===== src/pkg/shaping_pkg.sv =====
package shaping_pkg;

  // Register byte offsets (printed offsets are not multiples of four: index * 4)
  localparam logic [7:0]  IDX_DIVIDER_LOW   = 8'h1D;
  localparam logic [7:0]  IDX_CONFIG        = 8'h1E;
  localparam logic [7:0]  IDX_DEVIATION     = 8'h1C;
  localparam logic [9:0]  ADDR_DIVIDER_LOW  = {IDX_DIVIDER_LOW, 2'b00};
  localparam logic [9:0]  ADDR_CONFIG       = {IDX_CONFIG, 2'b00};
  localparam logic [9:0]  ADDR_DEVIATION    = {IDX_DEVIATION, 2'b00};

  // Reset values
  localparam logic [7:0]  RST_DIVIDER_LOW   = 8'h08;
  localparam logic [7:0]  RST_CONFIG        = 8'h78;
  localparam logic [7:0]  RST_DEVIATION     = 8'hDF;

  // Config and deviation field positions
  localparam int          POS_DIV_HI_LSB    = 0;
  localparam int          POS_DIV_HI_MSB    = 2;
  localparam int          POS_BYPASS        = 3;
  localparam int          POS_RSVD_LSB      = 4;
  localparam int          POS_RSVD_MSB      = 6;
  localparam int          POS_HOP_SKIP      = 7;
  localparam int          POS_DEV_MSB       = 4;

  localparam int          DIV_WIDTH         = 11;
  localparam int          DEV_WIDTH         = 5;
  localparam int          RECOMMENDED_NGF   = 16;

endpackage : shaping_pkg


===== src/design/gaussian_filter_clock_config.sv =====
`timescale 1ns/10ps
`default_nettype none

// Operation
// - Eleven-bit divider; low eight bits fill the whole divider-low register.
// - Divider bits ten to eight come from config bits two to zero.
// - Filter samples at crystal clock divided by divider plus one.
// - Config bit three set bypasses the filter; clear keeps it active.
// - Config bit seven set skips VCO calibration for hops below 1 MHz.
// - Filter output samples are multiplied by the 5-bit deviation value.
module gaussian_filter_clock_config
  import shaping_pkg::*;
#(
  parameter int SAMPLE_WIDTH = 12
) (
  // APB slave
  input  wire logic                              pclk,
  input  wire logic                              presetn,
  input  wire logic                              psel,
  input  wire logic                              penable,
  input  wire logic                              pwrite,
  input  wire logic [11:0]                       paddr,
  input  wire logic [31:0]                       pwdata,
  input  wire logic [3:0]                        pstrb,
  output logic      [31:0]                       prdata,
  output logic                                   pready,
  output logic                                   pslverr,
  // Shaping datapath
  input  wire logic signed [SAMPLE_WIDTH-1:0]    filter_sample,
  input  wire logic signed [SAMPLE_WIDTH-1:0]    raw_sample,
  output logic                                   sample_en,
  output logic                                   shaping_bypass,
  output logic signed [SAMPLE_WIDTH+DEV_WIDTH:0] shaped_out,
  // Synthesizer control
  output logic                                   hop_cal_skip
);

  // Product must fit the scaler output and stay a real signed sample
  if (SAMPLE_WIDTH < 2 || SAMPLE_WIDTH > 24) begin : g_bad_width
    $error("SAMPLE_WIDTH out of range");
  end

  logic [7:0]           div_low_q;
  logic [7:0]           config_q;
  logic [7:0]           deviation_q;
  logic [DIV_WIDTH-1:0] divider;
  logic [DIV_WIDTH-1:0] count_q;
  logic                 sample_en_q;
  logic                 access;
  logic                 hit;
  logic [31:0]          rdata;

  assign access  = psel && penable;
  assign pready  = 1'b1;
  assign hit     = (paddr[11:10] == 2'b00) && ((paddr[9:0] == ADDR_DIVIDER_LOW) ||
                   (paddr[9:0] == ADDR_CONFIG) || (paddr[9:0] == ADDR_DEVIATION));
  assign pslverr = access && !hit;

  // Writes take effect only on the completing edge; byte lane 0 carries the register
  always_ff @(posedge pclk or negedge presetn) begin
    if (!presetn) begin
      div_low_q   <= RST_DIVIDER_LOW;
      config_q    <= RST_CONFIG;
      deviation_q <= RST_DEVIATION;
    end else if (access && pwrite && pstrb[0]) begin
      case (paddr)
        {2'b00, ADDR_DIVIDER_LOW}: div_low_q   <= pwdata[7:0];
        {2'b00, ADDR_CONFIG}:      config_q    <= pwdata[7:0];
        {2'b00, ADDR_DEVIATION}:   deviation_q <= pwdata[7:0];
        default: ;
      endcase
    end
  end

  // Reserved bits are stored as written; software is expected to keep them set
  always_comb begin
    rdata = 32'h0000_0000;
    case (paddr)
      {2'b00, ADDR_DIVIDER_LOW}: rdata[7:0] = div_low_q;
      {2'b00, ADDR_CONFIG}:      rdata[7:0] = config_q;
      {2'b00, ADDR_DEVIATION}:   rdata[7:0] = deviation_q;
      default:                   rdata = 32'h0000_0000;
    endcase
  end

  always_ff @(posedge pclk or negedge presetn) begin
    if (!presetn) begin
      prdata <= 32'h0000_0000;
    end else if (psel && !penable && !pwrite) begin
      prdata <= rdata;
    end
  end

  assign divider = {config_q[POS_DIV_HI_MSB:POS_DIV_HI_LSB], div_low_q};

  // Count down from the divider; reload is picked up at wrap so a new value
  // never truncates the sample in flight.
  always_ff @(posedge pclk or negedge presetn) begin
    if (!presetn) begin
      count_q     <= '0;
      sample_en_q <= 1'b0;
    end else if (count_q == '0) begin
      count_q     <= divider;
      sample_en_q <= 1'b1;
    end else begin
      count_q     <= count_q - 1'b1;
      sample_en_q <= 1'b0;
    end
  end

  assign sample_en      = sample_en_q;
  assign shaping_bypass = config_q[POS_BYPASS];
  assign hop_cal_skip   = config_q[POS_HOP_SKIP];

  // Bypass feeds the unfiltered sample to the scaler
  always_ff @(posedge pclk or negedge presetn) begin
    if (!presetn) begin
      shaped_out <= '0;
    end else if (sample_en_q) begin
      shaped_out <= (config_q[POS_BYPASS] ? raw_sample : filter_sample) *
                    $signed({1'b0, deviation_q[POS_DEV_MSB:0]});
    end
  end

  // Helper: cycles since last sample enable
  logic [DIV_WIDTH:0] gap_q;
  always_ff @(posedge pclk or negedge presetn) begin
    if (!presetn) begin
      gap_q <= '0;
    end else if (sample_en_q) begin
      gap_q <= '0;
    end else begin
      gap_q <= gap_q + 1'b1;
    end
  end

  // Helper: divider in force for the running period, and first pulse seen
  logic [DIV_WIDTH-1:0] span_q;
  logic                 seen_q;

  always_ff @(posedge pclk or negedge presetn) begin
    if (!presetn) begin
      span_q <= '0;
    end else if (count_q == '0) begin
      span_q <= divider;
    end
  end

  // First pulse after reset has no full period behind it
  always_ff @(posedge pclk or negedge presetn) begin
    if (!presetn) begin
      seen_q <= 1'b0;
    end else if (sample_en_q) begin
      seen_q <= 1'b1;
    end
  end

  chk_enable_spacing: assert property (@(posedge pclk) disable iff (!presetn)
    sample_en_q && seen_q
    |-> gap_q == {1'b0, $past(span_q)})
    else $error("sample spacing");
  chk_reload_value: assert property (@(posedge pclk) disable iff (!presetn)
    sample_en_q |-> count_q == $past(divider)) else $error("counter reload wrong");
  chk_divider_concat: assert property (@(posedge pclk) disable iff (!presetn)
    access && pwrite && pstrb[0] && paddr == {2'b00, ADDR_CONFIG}
    |=> divider[DIV_WIDTH-1:8] == $past(pwdata[POS_DIV_HI_MSB:POS_DIV_HI_LSB]))
    else $error("divider high bits");
  chk_low_write: assert property (@(posedge pclk) disable iff (!presetn)
    access && pwrite && pstrb[0] && paddr == {2'b00, ADDR_DIVIDER_LOW}
    |=> div_low_q == $past(pwdata[7:0])) else $error("divider low write lost");
  chk_bypass_out: assert property (@(posedge pclk) disable iff (!presetn)
    access && pwrite && pstrb[0] && paddr == {2'b00, ADDR_CONFIG}
    |=> shaping_bypass == $past(pwdata[POS_BYPASS]))
    else $error("bypass mismatch");
  chk_hop_skip: assert property (@(posedge pclk) disable iff (!presetn)
    access && pwrite && pstrb[0] && paddr == {2'b00, ADDR_CONFIG}
    |=> hop_cal_skip == $past(pwdata[POS_HOP_SKIP])) else $error("hop skip not updated");
  chk_scaled_sample: assert property (@(posedge pclk) disable iff (!presetn)
    sample_en_q && !config_q[POS_BYPASS] && $stable(deviation_q)
    |=> shaped_out == $past(filter_sample) * $signed({1'b0, $past(deviation_q[POS_DEV_MSB:0])}))
    else $error("deviation product wrong");
  chk_period_exact: assert property (@(posedge pclk) disable iff (!presetn)
    sample_en_q ##1 (!sample_en_q && $stable(divider))[*1] |-> count_q == $past(divider, 2) - 1'b1)
    else $error("countdown wrong");
  chk_unmapped_err: assert property (@(posedge pclk) disable iff (!presetn)
    access && !hit |-> pslverr) else $error("unmapped address not flagged");

  chk_unmapped_wr: assert property (@(posedge pclk) disable iff (!presetn)
    access && pwrite && !hit
    |=> $stable(div_low_q) && $stable(config_q) && $stable(deviation_q))
    else $error("unmapped write changed a register");

  chk_strobe_gate: assert property (@(posedge pclk) disable iff (!presetn)
    access && pwrite && !pstrb[0]
    |=> $stable(div_low_q) && $stable(config_q) && $stable(deviation_q))
    else $error("write without strobe landed");

  chk_idle_hold: assert property (@(posedge pclk) disable iff (!presetn)
    !(access && pwrite)
    |=> $stable(div_low_q) && $stable(config_q) && $stable(deviation_q))
    else $error("register changed without write");

  chk_read_config: assert property (@(posedge pclk) disable iff (!presetn)
    psel && !penable && !pwrite && paddr == {2'b00, ADDR_CONFIG}
    |=> prdata == {24'h000000, $past(config_q)})
    else $error("config read data wrong");

  chk_read_low: assert property (@(posedge pclk) disable iff (!presetn)
    psel && !penable && !pwrite && paddr == {2'b00, ADDR_DIVIDER_LOW}
    |=> prdata == {24'h000000, $past(div_low_q)})
    else $error("divider low read data wrong");

  chk_prdata_upper: assert property (@(posedge pclk) disable iff (!presetn)
    prdata[31:8] == 24'h000000)
    else $error("read data upper bits set");

  chk_ready_high: assert property (@(posedge pclk) disable iff (!presetn)
    access |-> pready)
    else $error("wait state inserted");

  chk_mapped_ok: assert property (@(posedge pclk) disable iff (!presetn)
    access && hit |-> !pslverr)
    else $error("mapped address flagged");

  chk_err_idle: assert property (@(posedge pclk) disable iff (!presetn)
    !access |-> !pslverr)
    else $error("error outside access phase");

  chk_shaped_hold: assert property (@(posedge pclk) disable iff (!presetn)
    !sample_en_q |=> $stable(shaped_out))
    else $error("output moved between samples");

  chk_bypass_sample: assert property (@(posedge pclk) disable iff (!presetn)
    sample_en_q && config_q[POS_BYPASS]
    |=> shaped_out == $past(raw_sample) * $signed({1'b0, $past(deviation_q[POS_DEV_MSB:0])}))
    else $error("bypass product wrong");

  chk_pulse_single: assert property (@(posedge pclk) disable iff (!presetn)
    sample_en_q && count_q != '0
    |=> !sample_en_q)
    else $error("pulse longer than one cycle");

  chk_wrap_pulse: assert property (@(posedge pclk) disable iff (!presetn)
    count_q == '0
    |=> sample_en_q)
    else $error("no pulse at wrap");

  chk_count_step: assert property (@(posedge pclk) disable iff (!presetn)
    count_q != '0
    |=> count_q == $past(count_q) - 1'b1)
    else $error("counter did not step");

  chk_hop_hold: assert property (@(posedge pclk) disable iff (!presetn)
    !(access && pwrite && pstrb[0] && paddr == {2'b00, ADDR_CONFIG})
    |=> $stable(hop_cal_skip))
    else $error("hop skip moved without write");

  chk_dev_write: assert property (@(posedge pclk) disable iff (!presetn)
    access && pwrite && pstrb[0] && paddr == {2'b00, ADDR_DEVIATION}
    |=> deviation_q == $past(pwdata[7:0]))
    else $error("deviation write lost");

  chk_rsvd_kept: assert property (@(posedge pclk) disable iff (!presetn)
    access && pwrite && pstrb[0] && paddr == {2'b00, ADDR_CONFIG}
    |=> config_q[POS_RSVD_MSB:POS_RSVD_LSB] == $past(pwdata[POS_RSVD_MSB:POS_RSVD_LSB]))
    else $error("reserved bits not stored");

  chk_low_hold: assert property (@(posedge pclk) disable iff (!presetn)
    !(access && pwrite && pstrb[0] && paddr == {2'b00, ADDR_DIVIDER_LOW})
    |=> $stable(div_low_q))
    else $error("divider low moved without write");

  chk_dev_hold: assert property (@(posedge pclk) disable iff (!presetn)
    !(access && pwrite && pstrb[0] && paddr == {2'b00, ADDR_DEVIATION})
    |=> $stable(deviation_q))
    else $error("deviation moved without write");

  cov_divider_write: cover property (@(posedge pclk) disable iff (!presetn)
    access && pwrite && paddr == {2'b00, ADDR_DIVIDER_LOW});
  cov_bypass_on: cover property (@(posedge pclk) disable iff (!presetn) $rose(shaping_bypass));
  cov_hop_skip_on: cover property (@(posedge pclk) disable iff (!presetn) $rose(hop_cal_skip));
  cov_sample_pair: cover property (@(posedge pclk) disable iff (!presetn) sample_en ##[1:40] sample_en);
  cov_unmapped_access: cover property (@(posedge pclk) disable iff (!presetn) access && !hit);

endmodule : gaussian_filter_clock_config

`default_nettype wire


===== config.mk =====
export PLATFORM = sky130hd
export DESIGN_NAME = gaussian_filter_clock_config
export DESIGN_NICKNAME = d
export VERILOG_FILES = /design/src/pkg/shaping_pkg.sv /design/src/design/gaussian_filter_clock_config.sv
export SDC_FILE = /design/constraint.sdc
export NUM_CORES = 1
export LEC_CHECK = 0
export BUFFER_PORTS_ARGS = -buffer_cell sky130_fd_sc_hd__buf_2
export CAP_MARGIN = 25
export CELL_PAD_IN_SITES_DETAIL_PLACEMENT = 1
export CELL_PAD_IN_SITES_GLOBAL_PLACEMENT = 2
export CORE_MARGIN = 4
export CORE_UTILIZATION = 30
export DETAILED_ROUTE_END_ITERATION = 6
export PLACE_DENSITY_LB_ADDON = 0.1
export SKIP_LAST_GASP = 1
export SLEW_MARGIN = 20
export SYNTH_ARGS = -nofsm -noshare
export SYNTH_HDL_FRONTEND = slang
export SYNTH_SLANG_ARGS = --single-unit

===== constraint.sdc =====
create_clock -name pclk -period 4.4 [get_ports pclk]
set_input_delay 0.66 -clock pclk [delete_from_list [all_inputs] [get_ports pclk]]
set_output_delay 0.66 -clock pclk [all_outputs]
set_load 0.01 [all_outputs]

==> flow_metrics.py <==
metrics = {
    "synth": {
        "ys_ff_latch": 62,
        "synth_area_per_cell_um2": 9.998,
        "synth_warnings": 0,
        "synth_area_um2": 5299,
        "synth_cell_types": 58,
        "synth_top_family_by_area": "adder cells",
        "synth_simple_gate_area_share_pct": 13.81,
        "yosys-mux-area-fraction_pct": 11.07,
        "synthAdderAreaFrac_pct": 22.01,
        "synth_xor_area_share_pct": 2.904,
        "synthFlopType": "dfrtp_1",
        "synth_compound_area_share_pct": 10.93,
        "synth_edf_count": 0,
        "ys_seq_area_share_pct": 29.56,
        "syn_inst": 530,
        "synthArstFlopShare_pct": 100.0,
    },
    "sta": {
        "fmax_mhz": 235.4,
        "post-route-period-util_pct": 96.55,
        "report.final.slew_viol_count": 0,
        "skew_ns": 0.007999,
        "setup_viol": 0,
        "timing.hold.ws_ns": 0.4798,
        "final.min_clock_period_ns": 4.248,
        "finalHoldViolCount": 0,
        "worst_pin_slew_ns": 0.8436,
        "slew_headroom_pct": 43.76,
    },
    "clocking": {
        "h-tree-depth": 3,
        "clock_path_buffers": 2,
        "clock_latency_ns": 0.34,
        "clkSinkCount": 62,
        "cts_root_buf": "clkbuf_16",
        "cts_tree": "built",
        "clkTransAtPathRegs_ns": 0.06,
        "cts_buffers": 9,
        "cts_hold_buf": 0,
    },
    "routing": {
        "drc": 0,
        "ant_nets": 0,
        "via_per_inst": 4.622,
        "wire_per_inst_um": 16.10,
        "wirelength_um": 14190,
        "dr.pass1.iters": 4,
        "drt_iter0_markers": 82,
        "vias": 4072,
    },
    "die": {
        "dieHeight_um": 140.9,
        "io_pins": 132,
        "row_count": 48,
        "fp.dieArea_um2": 19850,
        "core_area_um2": 17300,
        "die_w_um": 140.9,
        "initial_core_util_pct": 30.64,
    },
    "power_and_ir_drop": {
        "p_sw_mw": 0.4630,
        "switching_share_pct": 27.73,
        "seqPwrFrac_pct": 40.7,
        "p_int_mw": 1.206,
        "power.total_mw": 1.669,
        "pwr_density_cell_nw_per_um2": 246.9,
        "power_leakage_nw": 3.374,
        "clock_power_share_pct": 44.3,
        "comb_power_share_pct": 15.1,
        "ir_drop_mv": 0.1732,
    },
    "layout": {
        "fillers": 2003,
        "nets": 799,
        "fin_cells": 881,
        "drive_gt1_share_pct": 36.43,
        "syn_to_final_growth_pct": 27.60,
        "antenna_cells": 0,
    },
    "place": {
        "dp_hpwl_um": 10970,
        "place_inst": 850,
        "place.gp.congestion": 0.7576,
        "numPortBuffers": 79,
    },
    "critical_path": {
        "start_kind": "flip-flop",
        "cp_data_arrival_time_ns": 4.47,
        "critPathRequiredTime_ns": 4.63,
        "cp_max_fo": 4,
        "rrSetupSlack_ns": 0.15,
        "end_kind": "flip-flop",
        "crit_type": "reg -> reg",
    },
    "worst_hold_path": {
        "min_path_type": "reg -> reg",
    },
    "outcome": {
        "outcome": "finished clean",
    },
    "global_routing": {
        "grt_overflow": 0,
        "grt_max_degree": 63,
        "grt.total_usage_pct": 14.47,
        "antenna_found_initial": 0,
        "grt_pass1_wl_um": 22970,
        "grt_pass1_vias": 4488,
    },
    "flow_run": {
        "cap_violations": 0,
    },
}
[power groups by stage]
stage               registers, mW  logic (mW)  clock network (mW)
global placement            0.686       0.239                   0
finish                      0.679       0.252               0.739
floorplan                   0.678       0.184                   0
CTS                         0.680       0.247               0.767
global route                0.688       0.287               0.794
detailed placement          0.688       0.248                   0
[final cells by class]
| cell class | instances | area (µm²) | area share [%] |
|---|---|---|---|
| Clock buffer | 10 | 229.0 | 3.386 |
| Clock inverter | 6 | 71.32 | 1.055 |
| Inverter | 67 | 251.5 | 3.719 |
| Multi-Input combinational cell | 383 | 3545 | 52.42 |
| Sequential cell | 62 | 1567 | 23.17 |
| Tap cell | 225 | 281.5 | 4.164 |
| Timing Repair Buffer | 128 | 817.0 | 12.08 |
[synth_stat cells (12+ instances only)]
cell | number | area (µm²)
ha_1 | 34 | 425.4
o21ai_0 | 16 | 80.08
dfstp_2 | 12 | 315.3
nor2_1 | 13 | 48.80
inv_1 | 65 | 244.0
clkbuf_1 | 14 | 52.55
mux2_2 | 36 | 405.4
fa_1 | 37 | 740.7
nand2_1 | 36 | 135.1
buf_4 | 25 | 187.7
nor2b_1 | 44 | 275.3
dfrtp_1 | 50 | 1251
[registers in the layout, summed over array words and instances (netlist names)]
signal and cells:
shaped_out 18, count_q 11, config_q 8, deviation_q 8
div_low_q 8, prdata 8, sample_en 1
[worst paths after layout]
kind	startpoint	end	cells past startpoint
max	config_q[3]	shaped_out[10]	16
min	shaped_out[6]	shaped_out[6]	2
max reg2reg	config_q[3]	shaped_out[10]	16
min reg2reg	shaped_out[6]	shaped_out[6]	2
max in group asynchronous	presetn	count_q[1]	2
min in group asynchronous	presetn	shaped_out[12]	2
[cell usage in the layout, fill, tap and decap left out, types with 6 or more instances in the layout]
cell / n
mux2_4: 6
clkbuf_16: 10
nor2b_1: 43
nor3_1: 7
a22oi_1: 8
mux2_2: 34
inv_2: 6
buf_2: 79
buf_4: 43
conb_1: 25
a21oi_1: 9
xor2_1: 8
dfstp_2: 12
xnor2_1: 7
a21o_1: 6
inv_1: 61
dfrtp_1: 50
o21a_1: 9
fa_1: 34
nand2b_1: 7
nor2_1: 12
nand2_1: 36
o21ai_0: 15
ha_1: 28
[worst max-delay path, cell delays in order, from the launching register on]
cell	delay, ns
dfstp_2	0.59
buf_12	0.13
mux2i_4	0.27
buf_6	0.14
nor2b_1	0.05
fa_1	0.53
inv_1	0.06
fa_2	0.46
fa_2	0.57
inv_1	0.06
ha_4	0.15
a21o_1	0.18
a311oi_2	0.25
buf_4	0.19
o21bai_1	0.09
xor2_1	0.14
mux2_2	0.26
[routing by layer]
metal,track usage [%],part of all wire (%),vias up
li1,-,-,1961
met1,17.97,43,2046
met4,4.284,1.2,0
met2,25.60,52,53
met3,2.646,2.9,12
met5,0,0,-
[what timing repair did]
action / CTS / global route
buffers inserted: 0 / 14
pin swaps: 0 / 23
endpoints found under the setup margin: 2 / 9
gates resized for setup: 2 / 43
cloned: 0 / 1
[through the flow]
stage	instance area (µm²)	setup TNS, ns	util [%]	worst slack [ns]
final	6761	0	39.09	0.1517
after global routing	6761	-0.04434	39.09	-0.01388
after CTS	6397	0	36.99	0.009484
after detailed placement	6088	-0.01895	35.20	-0.01895
after global placement	6088	0	35.20	0.01326
after floorplan	5404	0	-	0.0004938
[kinds of logic (layout without fill, tap and decap cells)]
kind of cell,after synthesis,in the layout
simple gates,135,135
xor+xnor,16,16
other cells,2,25
mux,52,52
flops,62,62
fa+ha+maj,71,71
buf+inv,108,211
compound gates,84,84
(Power assumes the default switching activity.)
